File: config.mk
export PLATFORM = sky130hd
export DESIGN_NAME = wim_top
export DESIGN_NICKNAME = d
export VERILOG_FILES = /design/src/logic/wim_pkg.sv /design/src/logic/wim_top.sv
export SDC_FILE = /design/constraint.sdc
export NUM_CORES = 1
export LEC_CHECK = 0
export BUFFER_PORTS_ARGS = -buffer_cell sky130_fd_sc_hd__buf_2
export CAP_MARGIN = 30
export CORE_MARGIN = 10
export CORE_UTILIZATION = 32
export DETAILED_ROUTE_END_ITERATION = 8
export PLACE_DENSITY_LB_ADDON = 0.08
export SLEW_MARGIN = 20
export SYNTH_ARGS = -nofsm -noshare
export SYNTH_HDL_FRONTEND = slang
export SYNTH_SLANG_ARGS = --single-unit
File: constraint.sdc
create_clock -name I_CLK -period 1.9 [get_ports I_CLK]
set_input_delay 0.38 -clock I_CLK [delete_from_list [all_inputs] [get_ports I_CLK]]
set_output_delay 0.38 -clock I_CLK [all_outputs]
set_load 0.02 [all_outputs]
File: src/logic/wim_pkg.sv
// Purpose: Shared constants and types of the wake input monitor
// Assumes: 100 MHz core clock
// Notes:   Offsets are byte addresses on a 32-bit Wishbone bus
package wim_pkg;
    // Clock and filter timing
    localparam int unsigned CLK_PERIOD_NS    = 10;
    localparam int unsigned SHORT_FILTER_NS  = 16000;
    localparam int unsigned LONG_FILTER_NS   = 64000;
    localparam int unsigned SHORT_FILTER_CYC = SHORT_FILTER_NS / CLK_PERIOD_NS;
    localparam int unsigned LONG_FILTER_CYC  = LONG_FILTER_NS / CLK_PERIOD_NS;
    localparam int          CNT_W            = 13;
    localparam int          NWK              = 3;
    localparam int          NCH              = 5;
    // Register offsets
    localparam logic [7:0] ADR_CTRL     = 8'h00;
    localparam logic [7:0] ADR_PULL     = 8'h04;
    localparam logic [7:0] ADR_FILT     = 8'h08;
    localparam logic [7:0] ADR_STAT_PRI = 8'h0c;
    localparam logic [7:0] ADR_STAT_SEC = 8'h10;
    localparam logic [7:0] ADR_LEVEL    = 8'h14;
    localparam logic [7:0] ADR_FAULT    = 8'h18;
    // Control field positions
    localparam int CTRL_MEAS_BIT = 3;
    localparam int CTRL_FAIL_LSB = 4;
    // Reset values
    localparam logic [5:0] CTRL_RST = 6'h00;
    localparam logic [5:0] PULL_RST = 6'h00;
    localparam logic [5:0] FILT_RST = 6'h00;
    // Field codes
    localparam logic [1:0] PULL_DOWN = 2'h1;
    localparam logic [1:0] PULL_UP   = 2'h2;
    localparam logic [1:0] PULL_AUTO = 2'h3;
    localparam logic [1:0] FILT_LONG = 2'h1;
    localparam logic [1:0] FILT_CYCA = 2'h2;
    localparam logic [1:0] FILT_CYCB = 2'h3;

    typedef enum logic [1:0] {WIM_NORMAL, WIM_STOP, WIM_SLEEP, WIM_FAILSAFE} wim_mode_e;

    typedef struct packed {
        logic        cyc;
        logic        stb;
        logic        we;
        logic [7:0]  adr;
        logic [3:0]  sel;
        logic [31:0] dat;
    } wim_wb_req_s;
endpackage

File: src/logic/wim_top.sv
// Purpose: Wake input filtering, status flags and measurement switch
// Assumes: Pins asynchronous; mode, sleep request and timer windows on I_CLK
// Notes:   Pins one and two give way to the measurement path while it is on
// Functional notes
// - Both input edges produce a wake event
// - Event raises interrupt in normal/stop, wake in sleep/fail-safe
// - Static sensing always, cyclic sensing only inside timer window
// - Event accepted only if input stays stable for the filter time
// - Filter field 00 short, 01 long, 10 timer A, 11 timer B
// - Per-pin wake enable bit written by software
// - Per-pin wake source flag for pins one to three
// - Level register shows live level, last sample in cyclic sensing
// - Fail pins as wake inputs use short static filter, secondary flags
// - Pull field 00 none, 01 pull-down, 10 pull-up
// - Pull field 11 follows the input level
// - Measurement off after reset, switch open
// - Switch closed only with measurement enabled in normal mode
// - Measurement disables pulls on first two pins and gates them
// - First two pins' settings writable but ignored while measuring
// - No status update for first two pins while measuring
// - Sleep with only pins one/two enabled while measuring sets fault, restart
// - Wake flags latch until cleared; level register never latches
//
// Decided for this implementation: register access over Wishbone and the placing of the registers.
`timescale 1ns/1ns
module wim_top #(
    parameter int unsigned SHORT_CYC = wim_pkg::SHORT_FILTER_CYC,
    parameter int unsigned LONG_CYC  = wim_pkg::LONG_FILTER_CYC
) (
    input  wire logic                      I_CLK,
    input  wire logic                      I_ARST_N,
    input  wire logic                      I_CE,
    input  wire wim_pkg::wim_wb_req_s      I_WB_REQ,
    output logic [31:0]                    O_WB_DAT,
    output logic                           O_WB_ACK,
    input  wire logic [2:0]                I_WAKE_PIN,
    input  wire logic [1:0]                I_FAIL_PIN,
    input  wire wim_pkg::wim_mode_e        I_MODE,
    input  wire logic                      I_SLEEP_REQ,
    input  wire logic                      I_TMR_A_ON,
    input  wire logic                      I_TMR_B_ON,
    output logic [2:0]                     O_PULL_UP,
    output logic [2:0]                     O_PULL_DN,
    output logic                           O_MEAS_SW,
    output logic                           O_INT_REQ,
    output logic                           O_WAKE_REQ,
    output logic                           O_RESTART_REQ
);
    import wim_pkg::*;

    logic [NCH-1:0]            pins;
    logic [NCH-1:0]            ch_act;
    logic [NCH-1:0]            evt_vec;
    logic [NCH-1:0]            lvl_vec;
    logic [NCH-1:0][CNT_W-1:0] ch_lim;
    logic [5:0]                ctrl_reg, ctrl_next, pull_reg, pull_next, filt_reg, filt_next;
    logic [2:0]                stat_pri_reg, stat_pri_next, wk_set, clr_pri;
    logic [1:0]                stat_sec_reg, stat_sec_next, sec_set, clr_sec;
    logic                      fault_reg, fault_next;
    logic                      ack_reg, ack_next;
    logic [31:0]               rdat_reg, rdat_next;
    logic                      int_reg, int_next, wake_reg, wake_next, rst_reg, rst_next;
    logic                      msw_reg, msw_next;
    logic [2:0]                pu_reg, pu_next, pd_reg, pd_next;
    logic                      meas, wr, bad_sleep;

    assign pins = {I_FAIL_PIN, I_WAKE_PIN};
    assign meas = ctrl_reg[CTRL_MEAS_BIT];

    // Channel activity and filter length per input
    always_comb begin
        for (int c = 0; c < NCH; c++) begin
            ch_act[c] = 1'b1;
            ch_lim[c] = CNT_W'(SHORT_CYC);
            if (c < NWK) begin
                unique case (filt_reg[2*c +: 2])
                    FILT_LONG: ch_lim[c] = CNT_W'(LONG_CYC);
                    FILT_CYCA: ch_act[c] = I_TMR_A_ON;
                    FILT_CYCB: ch_act[c] = I_TMR_B_ON;
                    default:   ch_act[c] = 1'b1;
                endcase
                if (c < 2 && meas) begin
                    ch_act[c] = 1'b0;
                end
            end else begin
                ch_act[c] = ctrl_reg[CTRL_FAIL_LSB + c - NWK];
            end
        end
    end

    // Synchroniser and glitch filter, one per input
    for (genvar c = 0; c < NCH; c++) begin : g_ch
        logic             s1_reg, s2_reg, lvl_reg, lvl_next, evt_reg, evt_next;
        logic [CNT_W-1:0] cnt_reg, cnt_next;

        // Any return to the old level before the limit clears the count
        always_comb begin
            lvl_next = lvl_reg;
            cnt_next = '0;
            evt_next = 1'b0;
            if (ch_act[c] && (s2_reg != lvl_reg)) begin
                if (cnt_reg == ch_lim[c] - 1'b1) begin
                    lvl_next = s2_reg;
                    evt_next = 1'b1;
                end else begin
                    cnt_next = cnt_reg + 1'b1;
                end
            end
        end

        always_ff @(posedge I_CLK or negedge I_ARST_N) begin
            if (!I_ARST_N) begin
                s1_reg  <= 1'b0;
                s2_reg  <= 1'b0;
                lvl_reg <= 1'b0;
                evt_reg <= 1'b0;
                cnt_reg <= '0;
            end else if (I_CE) begin
                s1_reg  <= pins[c];
                s2_reg  <= s1_reg;
                lvl_reg <= lvl_next;
                evt_reg <= evt_next;
                cnt_reg <= cnt_next;
            end
        end

        assign evt_vec[c] = evt_reg;
        assign lvl_vec[c] = lvl_reg;
    end

    // Flag sources; a set in the clearing cycle wins
    assign wr      = I_WB_REQ.cyc && I_WB_REQ.stb && I_WB_REQ.we && !ack_reg && I_WB_REQ.sel[0];
    assign clr_pri = (wr && I_WB_REQ.adr == ADR_STAT_PRI) ? I_WB_REQ.dat[2:0] : 3'h0;
    assign clr_sec = (wr && I_WB_REQ.adr == ADR_STAT_SEC) ? I_WB_REQ.dat[1:0] : 2'h0;
    assign wk_set  = evt_vec[2:0] & ctrl_reg[2:0] & ~{1'b0, meas, meas};
    assign sec_set = evt_vec[4:3];
    // Only pins one or two can wake, and both are gated by measurement
    assign bad_sleep = meas && (ctrl_reg[1:0] != 2'h0) && !ctrl_reg[2]
                       && (ctrl_reg[CTRL_FAIL_LSB +: 2] == 2'h0);

    // Registers, bus answer and pin controls
    always_comb begin
        ctrl_next     = ctrl_reg;
        pull_next     = pull_reg;
        filt_next     = filt_reg;
        stat_pri_next = (stat_pri_reg & ~clr_pri) | wk_set;
        stat_sec_next = (stat_sec_reg & ~clr_sec) | sec_set;
        fault_next    = fault_reg;
        ack_next      = I_WB_REQ.cyc && I_WB_REQ.stb && !ack_reg;
        rdat_next     = 32'h0;
        int_next      = 1'b0;
        wake_next     = 1'b0;
        rst_next      = 1'b0;
        msw_next      = meas && (I_MODE == WIM_NORMAL);
        pu_next       = 3'h0;
        pd_next       = 3'h0;
        if (wr) begin
            unique case (I_WB_REQ.adr)
                ADR_CTRL:  ctrl_next = I_WB_REQ.dat[5:0];
                ADR_PULL:  pull_next = I_WB_REQ.dat[5:0];
                ADR_FILT:  filt_next = I_WB_REQ.dat[5:0];
                ADR_FAULT: fault_next = fault_reg & ~I_WB_REQ.dat[0];
                default:   ctrl_next = ctrl_reg;
            endcase
        end
        if (ack_next && !I_WB_REQ.we) begin
            unique case (I_WB_REQ.adr)
                ADR_CTRL:     rdat_next = {26'h0, ctrl_reg};
                ADR_PULL:     rdat_next = {26'h0, pull_reg};
                ADR_FILT:     rdat_next = {26'h0, filt_reg};
                ADR_STAT_PRI: rdat_next = {29'h0, stat_pri_reg};
                ADR_STAT_SEC: rdat_next = {30'h0, stat_sec_reg};
                ADR_LEVEL:    rdat_next = {29'h0, lvl_vec[2:0]};
                ADR_FAULT:    rdat_next = {31'h0, fault_reg};
                default:      rdat_next = 32'h0;
            endcase
        end
        if ((wk_set != 3'h0) || (sec_set != 2'h0)) begin
            int_next  = (I_MODE == WIM_NORMAL) || (I_MODE == WIM_STOP);
            wake_next = (I_MODE == WIM_SLEEP) || (I_MODE == WIM_FAILSAFE);
        end
        if (I_SLEEP_REQ && bad_sleep) begin
            fault_next = 1'b1;
            rst_next   = 1'b1;
        end
        for (int p = 0; p < NWK; p++) begin
            unique case (pull_reg[2*p +: 2])
                PULL_DOWN: pd_next[p] = 1'b1;
                PULL_UP:   pu_next[p] = 1'b1;
                PULL_AUTO: begin
                    pu_next[p] = lvl_vec[p];
                    pd_next[p] = !lvl_vec[p];
                end
                default:   pu_next[p] = 1'b0;
            endcase
            if (p < 2 && meas) begin
                pu_next[p] = 1'b0;
                pd_next[p] = 1'b0;
            end
        end
    end

    // Plain register stage; clock enable freezes everything
    always_ff @(posedge I_CLK or negedge I_ARST_N) begin
        if (!I_ARST_N) begin
            ctrl_reg     <= CTRL_RST;
            pull_reg     <= PULL_RST;
            filt_reg     <= FILT_RST;
            stat_pri_reg <= 3'h0;
            stat_sec_reg <= 2'h0;
            fault_reg    <= 1'b0;
            ack_reg      <= 1'b0;
            rdat_reg     <= 32'h0;
            int_reg      <= 1'b0;
            wake_reg     <= 1'b0;
            rst_reg      <= 1'b0;
            msw_reg      <= 1'b0;
            pu_reg       <= 3'h0;
            pd_reg       <= 3'h0;
        end else if (I_CE) begin
            ctrl_reg     <= ctrl_next;
            pull_reg     <= pull_next;
            filt_reg     <= filt_next;
            stat_pri_reg <= stat_pri_next;
            stat_sec_reg <= stat_sec_next;
            fault_reg    <= fault_next;
            ack_reg      <= ack_next;
            rdat_reg     <= rdat_next;
            int_reg      <= int_next;
            wake_reg     <= wake_next;
            rst_reg      <= rst_next;
            msw_reg      <= msw_next;
            pu_reg       <= pu_next;
            pd_reg       <= pd_next;
        end
    end

    assign O_WB_DAT      = rdat_reg;
    assign O_WB_ACK      = ack_reg;
    assign O_INT_REQ     = int_reg;
    assign O_WAKE_REQ    = wake_reg;
    assign O_RESTART_REQ = rst_reg;
    assign O_MEAS_SW     = msw_reg;
    assign O_PULL_UP     = pu_reg;
    assign O_PULL_DN     = pd_reg;
endmodule

# ---- Yosys cells after proc, flatten, opt, wreduce, memory -nomap -nowiden
# Cells that the tools add are included.
dict set report word_totals {
  register_bits 152
  input_bits 60
  word_cells 187
}
dict set report op_classes {
  n_reduce_logical 44
  n_eq_ne 37
  add_sub_neg 8
  muxes 48
  n_bitwise 11
}
# operator n
set op_table {}
lappend op_table {{$mux 13} 13}
lappend op_table {{$add 13x1->13 const B} 5}
lappend op_table {{$pmux 6 s7} 1}
lappend op_table {{$eq 13x13->1} 3}
lappend op_table {{$sub 13x1->13 const B} 3}
lappend op_table {{$eq 2x2->1 const B} 14}
lappend op_table {{$reduce_and 3->1} 9}
lappend op_table {{$eq 13x11->1 const B} 2}
lappend op_table {{$eq 8x5->1 const B} 3}
lappend op_table {{$mux 1} 22}
lappend op_table {{$logic_and 1x1->1} 18}
lappend op_table {{$pmux 1 s2} 9}
lappend op_table {{$eq 8x4->1 const B} 2}
lappend op_table {{$eq 2x1->1 const B} 7}
lappend op_table {{$and 3x3->3} 3}
lappend op_table {{$eq 8x3->1 const B} 1}
lappend op_table {{$logic_not 8->1} 1}
lappend op_table {{$reduce_bool 2->1} 4}
lappend op_table {{$logic_not 1->1} 6}
lappend op_table {{$mux 6} 1}
lappend op_table {{$ne 1x1->1} 5}
lappend op_table {{$logic_not 2->1} 2}
lappend op_table {{$logic_or 1x1->1} 3}
lappend op_table {{$mux 3} 1}
lappend op_table {{10 further kinds} 10}

# ---- Depth between registers and ports, before layout
dict set report depth {
  ltp_word 9
  mapped_depth 7
  ltp_nobuf 6
}

# ---- Worst setup path before layout
# OpenSTA, ideal clock, no wires.
dict set report synth_timing {
  kind {reg-to-reg}
  start {register g_ch[1].cnt_reg[0]}
  end {register g_ch[1].lvl_reg}
  arrival_ps 1846
  t_required_ps 1775
  slack_ps -71
  synth_period_minus_slack_ps 1971
  path_stages_with_launch 7
  cell_sequence {dfrtp_1 > ha_1 > nand4_1 > or2_2 > a211o_1 > nor2b_2 > mux2_2}
}
dict set report synth_between {
  elab_chain_len 2
}
# element line
set synth_rtl {}
lappend synth_rtl {{start: declaration} wim_top.sv:94} ;# logic [CNT_W-1:0] cnt_reg, cnt_next;
lappend synth_rtl {{start signal: assignment} wim_top.sv:123} ;# cnt_reg <= cnt_next;
lappend synth_rtl {{$eq 13x13->1} wim_top.sv:102} ;# if (cnt_reg == ch_lim[c] - 1'b1) begin
lappend synth_rtl {{$reduce_and 3->1 (no source line)} n/a}
lappend synth_rtl {{end signal: assignment} wim_top.sv:121} ;# lvl_reg <= lvl_next;
lappend synth_rtl {{end: declaration} wim_top.sv:93} ;# logic s1_reg, s2_reg, lvl_reg, lvl_next, evt_reg, evt_next;
# Every way passes these cells.
# A chain may end at the register's enable or synchronous reset.

# ---- Worst setup path after layout
dict set report layout_timing {
  start {register g_ch[1].cnt_reg[9]}
  end {register g_ch[1].cnt_reg[11]}
}
dict set report layout_between {
  elab_chain_len 3
}
# element line
set layout_rtl {}
lappend layout_rtl {{$add 13x1->13 / $eq 13x13->1 (equally long branches)} {wim_top.sv:106, wim_top.sv:102}}
lappend layout_rtl {{$mux 13 *} wim_top.sv:102}
lappend layout_rtl {{$mux 13 *} wim_top.sv:101} ;# if (ch_act[c] && (s2_reg != lvl_reg)) begin
# Mark *: on every way between the ends. The rest lies on a longest branch, timed or not.

==> results by group <==
Outcome
  – Status: complete, but fails checks
  – Violated checks: negative setup slack

Cells and area
  – Fraction of layout instances using a drive strength above 1: between 30% and 40%
  – Final-stage net count: 863
  – Flip-flop count of the largest register after layout: 65
  – Post-route non-filler standard cell count: 1082
  – Filler Cells Inserted: 2000
  – Post-synthesis to final-layout area growth: 29.0%

Worst setup path
  – Reg-to-reg setup timing slack: -0.05 ns
  – Origin of the critical flop-to-flop path: g_ch[1].cnt_reg[9]
  – CP top delay family: simple AND/OR/NAND/NOR gates
  – Cell depth of the worst setup path: 6
  – Cell with the largest stage delay on the worst path: or4_4
  – Startpoint class of the critical path: register
  – CP bufs+invs: 1
  – Destination of the worst register-to-register timing path: g_ch[1].cnt_reg[11]
  – Setup CP Type: reg2reg
  – Delay of the slowest cell on the worst path: 0.44 ns
  – Path depth of the worst reg2reg path: 6
  – Crit path to: g_ch[1].cnt_reg[11]
  – Crit path arrival time: 2.23 ns
  – Worst setup EP type: register
  – Required time reported for the critical path endpoint: 2.18 ns
  – Peak fanout along the critical path: 8
  – CP Launch Point: g_ch[1].cnt_reg[9]
  – Crit path cell chain: nand4bb_1, or4_4, a211o_4, buf_8, o311ai_0, a31oi_1

CTS
  – Buffer levels on the longest clock path: 2
  – Total CTS buffers: 17
  – Insertion delay of the later-clocked pin in the worst-skew pair: approximately 0.43 ns
  – Clock tree from TritonCTS: yes
  – Clock Tree Root: clkbuf_16
  – Clock-pin slew on the worst setup and hold paths: 0.07 ns
  – Number of H-tree branching levels: 4
  – Sinks on Clock Net: 126

Routing
  – Number of DRC violations after detailed routing: 0
  – Pre-Repair DR Iteration Count: 4
  – Via density per instance: 5.13
  – Initial detailed-routing violation count: 333
  – Routed vias: 5553
  – Aggregate routed wire length: 18.4 mm
  – Routed Antenna Nets: 0
  – Average wire length per cell after detail routing: 17.0 um

STA
  – Slew Limit Headroom: 64.9%
  – Transition time at the pin with the least slew margin: 0.513 ns
  – Total of endpoints with negative setup slack in the final report: 4
  – Minimum setup slack in the final design: -0.0515 ns
  – Setup TNS after final layout: -0.111 ns
  – Number of hold violations in the final report: 0
  – Achievable frequency: 0.512 GHz
  – Max Clock Skew: 0.00967 ns
  – Unrepaired setup endpoints after global routing: true
  – Post-route fraction of the period consumed by the critical path: 103%
  – Fin. max-slew vios: 0
  – Minimum clock period: 1.95 ns

Logic synthesis
  – Syn. warnings: 0
  – Largest family of logic cells by synthesized area: simple AND/OR/NAND/NOR gates
  – Top flip-flop cell by instance count after synthesis: dfrtp_1
  – Post-synthesis adder-cell area fraction: 0.949%
  – Total of flip-flops plus latches after synthesis: 126
  – Area share of and/or/nand/nor cells after synthesis: 18.2%
  – Register area share after synthesis: a little under half
  – Cell type contributing the most total cell area after synthesis: dfrtp_1
  – Average cell area after synthesis: between 9 and 10 sq um
  – Number of unique standard cell types used by synthesis: 70
  – Share of synthesized registers carrying an async set or reset: 100%
  – Mux contribution to synthesized area: under 10%
  – Complex-gate fraction of the synthesized area: 15.7%
  – Post-synth design cell area: roughly 6600 sq um
  – Cell count after synthesis: between 600 and 700
  – Area fraction of the dominant cell type after synthesis: 47.8%
  – Number of enable-type register cells in the synthesized netlist: 0
  – Most common cell in the netlist: dfrtp_1
  – Leading cell types by count after synthesis: dfrtp_1, nand2_1, o21ai_0, mux2_2, nor2_1
  – XOR/XNOR share of the synthesized area: 2.66%
  – Cells taking the most area after synthesis: dfrtp_1, mux2_2, nand2_1

Global routing
  – Global-route wire length before repair: 30.3 mm
  – Antenna violations before repair: 1
  – Combined global-route utilization of all metal layers: 14.1%
  – Largest net degree at the start of global routing: 76
  – Number of global-route vias before repair: 5672
  – Sum of overflow across all layers after global routing: 0

Floorplanning
  – I/O pin count: 103
  – Starting utilization of the core area: 32.6%
  – Standard-cell row count: 52
  – Die boundary height: 164 um
  – Area of the core: just over 20000 sq um
  – Area of the die: around 27000 sq um
  – Horizontal extent of the die: 164 um

Placement
  – Cell Count Post-Placement: 1039
  – Hpwl dp: 13.1 mm
  – Global placement routability congestion: 0.849
  – Total of buffers placed on input and output ports: between 40 and 50

Worst hold path
  – Type of the tightest min-delay check: in2reg

Run
  – Number of violations of the max-capacitance limit: 0

Power
  – Largest vdd supply drop: 0.563 mV
  – Design Power: 6750 uW
  – Static leakage power: 0.00381 uW
  – Power density relative to cell area: 794 nW/um^2
[power breakdown]
part	leakage, uW	switching, uW	internal (uW)
Combinational	0.00183	413	277
Sequential	0.00172	59.1	2760
Clock	0.000271	1400	1840
Total	0.00381	1870	4880
[per-layer routing]
| layer | vias up | GRT usage [%] | routed length [um] |
|---|---|---|---|
| met2 | 112 | 22.1 | 8800 |
| met4 | 0 | 4.06 | 198 |
| met3 | 15 | 3.47 | 825 |
| met5 | - | 0 | 0 |
| met1 | 2774 | 18.8 | 8530 |
| li1 | 2652 | - | - |
[worst min path at each step]
stage / start / to / depth (start not counted)
2_1_floorplan: I_ARST_N / O_INT_REQ / 0
3_3_place_gp: I_ARST_N / O_PULL_DN[1] / 1
3_5_place_dp: I_ARST_N / O_PULL_DN[1] / 1
6_report: I_MODE[0] / O_MEAS_SW / 2
4_1_cts: I_MODE[0] / O_MEAS_SW / 2
5_1_grt: I_MODE[0] / O_MEAS_SW / 2
[cell type report]
class,instances,area [sq um],share of cell area (%)
diodes,1,2.50,0.0294
clock buffers,17,425,5.00
clock inverters,15,153,1.79
inverters,29,109,1.28
multi-input cells,481,3300,38.8
flip-flops and latches,126,3160,37.1
well taps,270,338,3.97
repair buffers,143,1020,12.0
[timing repair]
item | CTS | global route
buffers inserted | 1 | 8
hold endpoints to repair | 16 | 0
pin swaps | 1 | 17
setup endpoints to repair | 20 | 59
resized for setup | 8 | 34
hold buffers | 1 | 0
[layout by cell type, fill, tap and decap left out, drive strengths merged, types with 6 or more instances in the layout]
cell / count
nor3: 14
mux2: 34
conb: 26
and3: 14
nand4: 17
o31ai: 7
inv: 35
dfrtp: 126
a21o: 6
o21ai: 37
nand2: 72
buf: 142
xor2: 12
clkbuf: 17
or3: 6
or2: 6
mux2i: 13
a21oi: 26
nor2: 34
xnor2: 8
o2bb2ai: 18
a31oi: 20
nand3: 30
[metrics by stage]
| step | cell area (sq um) | setup slack [ns] | hold WS, ns | util (%) |
|---|---|---|---|---|
| floorplan | 6710 | -0.0422 | 0.0844 | - |
| global placement | 7680 | -0.194 | 0.270 | 37.9 |
| detailed placement | 7680 | -0.213 | 0.274 | 37.9 |
| CTS | 8310 | 0.000673 | 0.115 | 41.1 |
| global route | 8510 | -0.0868 | 0.111 | 42.0 |
| finish | 8510 | -0.0515 | 0.131 | 42.0 |
[cells by family after synthesis]
logic type	Yosys count
AO/OA/AOI/OAI	153
XOR/XNOR	20
adder cells (fa/ha/maj)	5
buffers and inverters	81
flip-flops	126
multiplexers	49
other	1
AND/OR/NAND/NOR	228
Power figures use the tool's default switching activity.
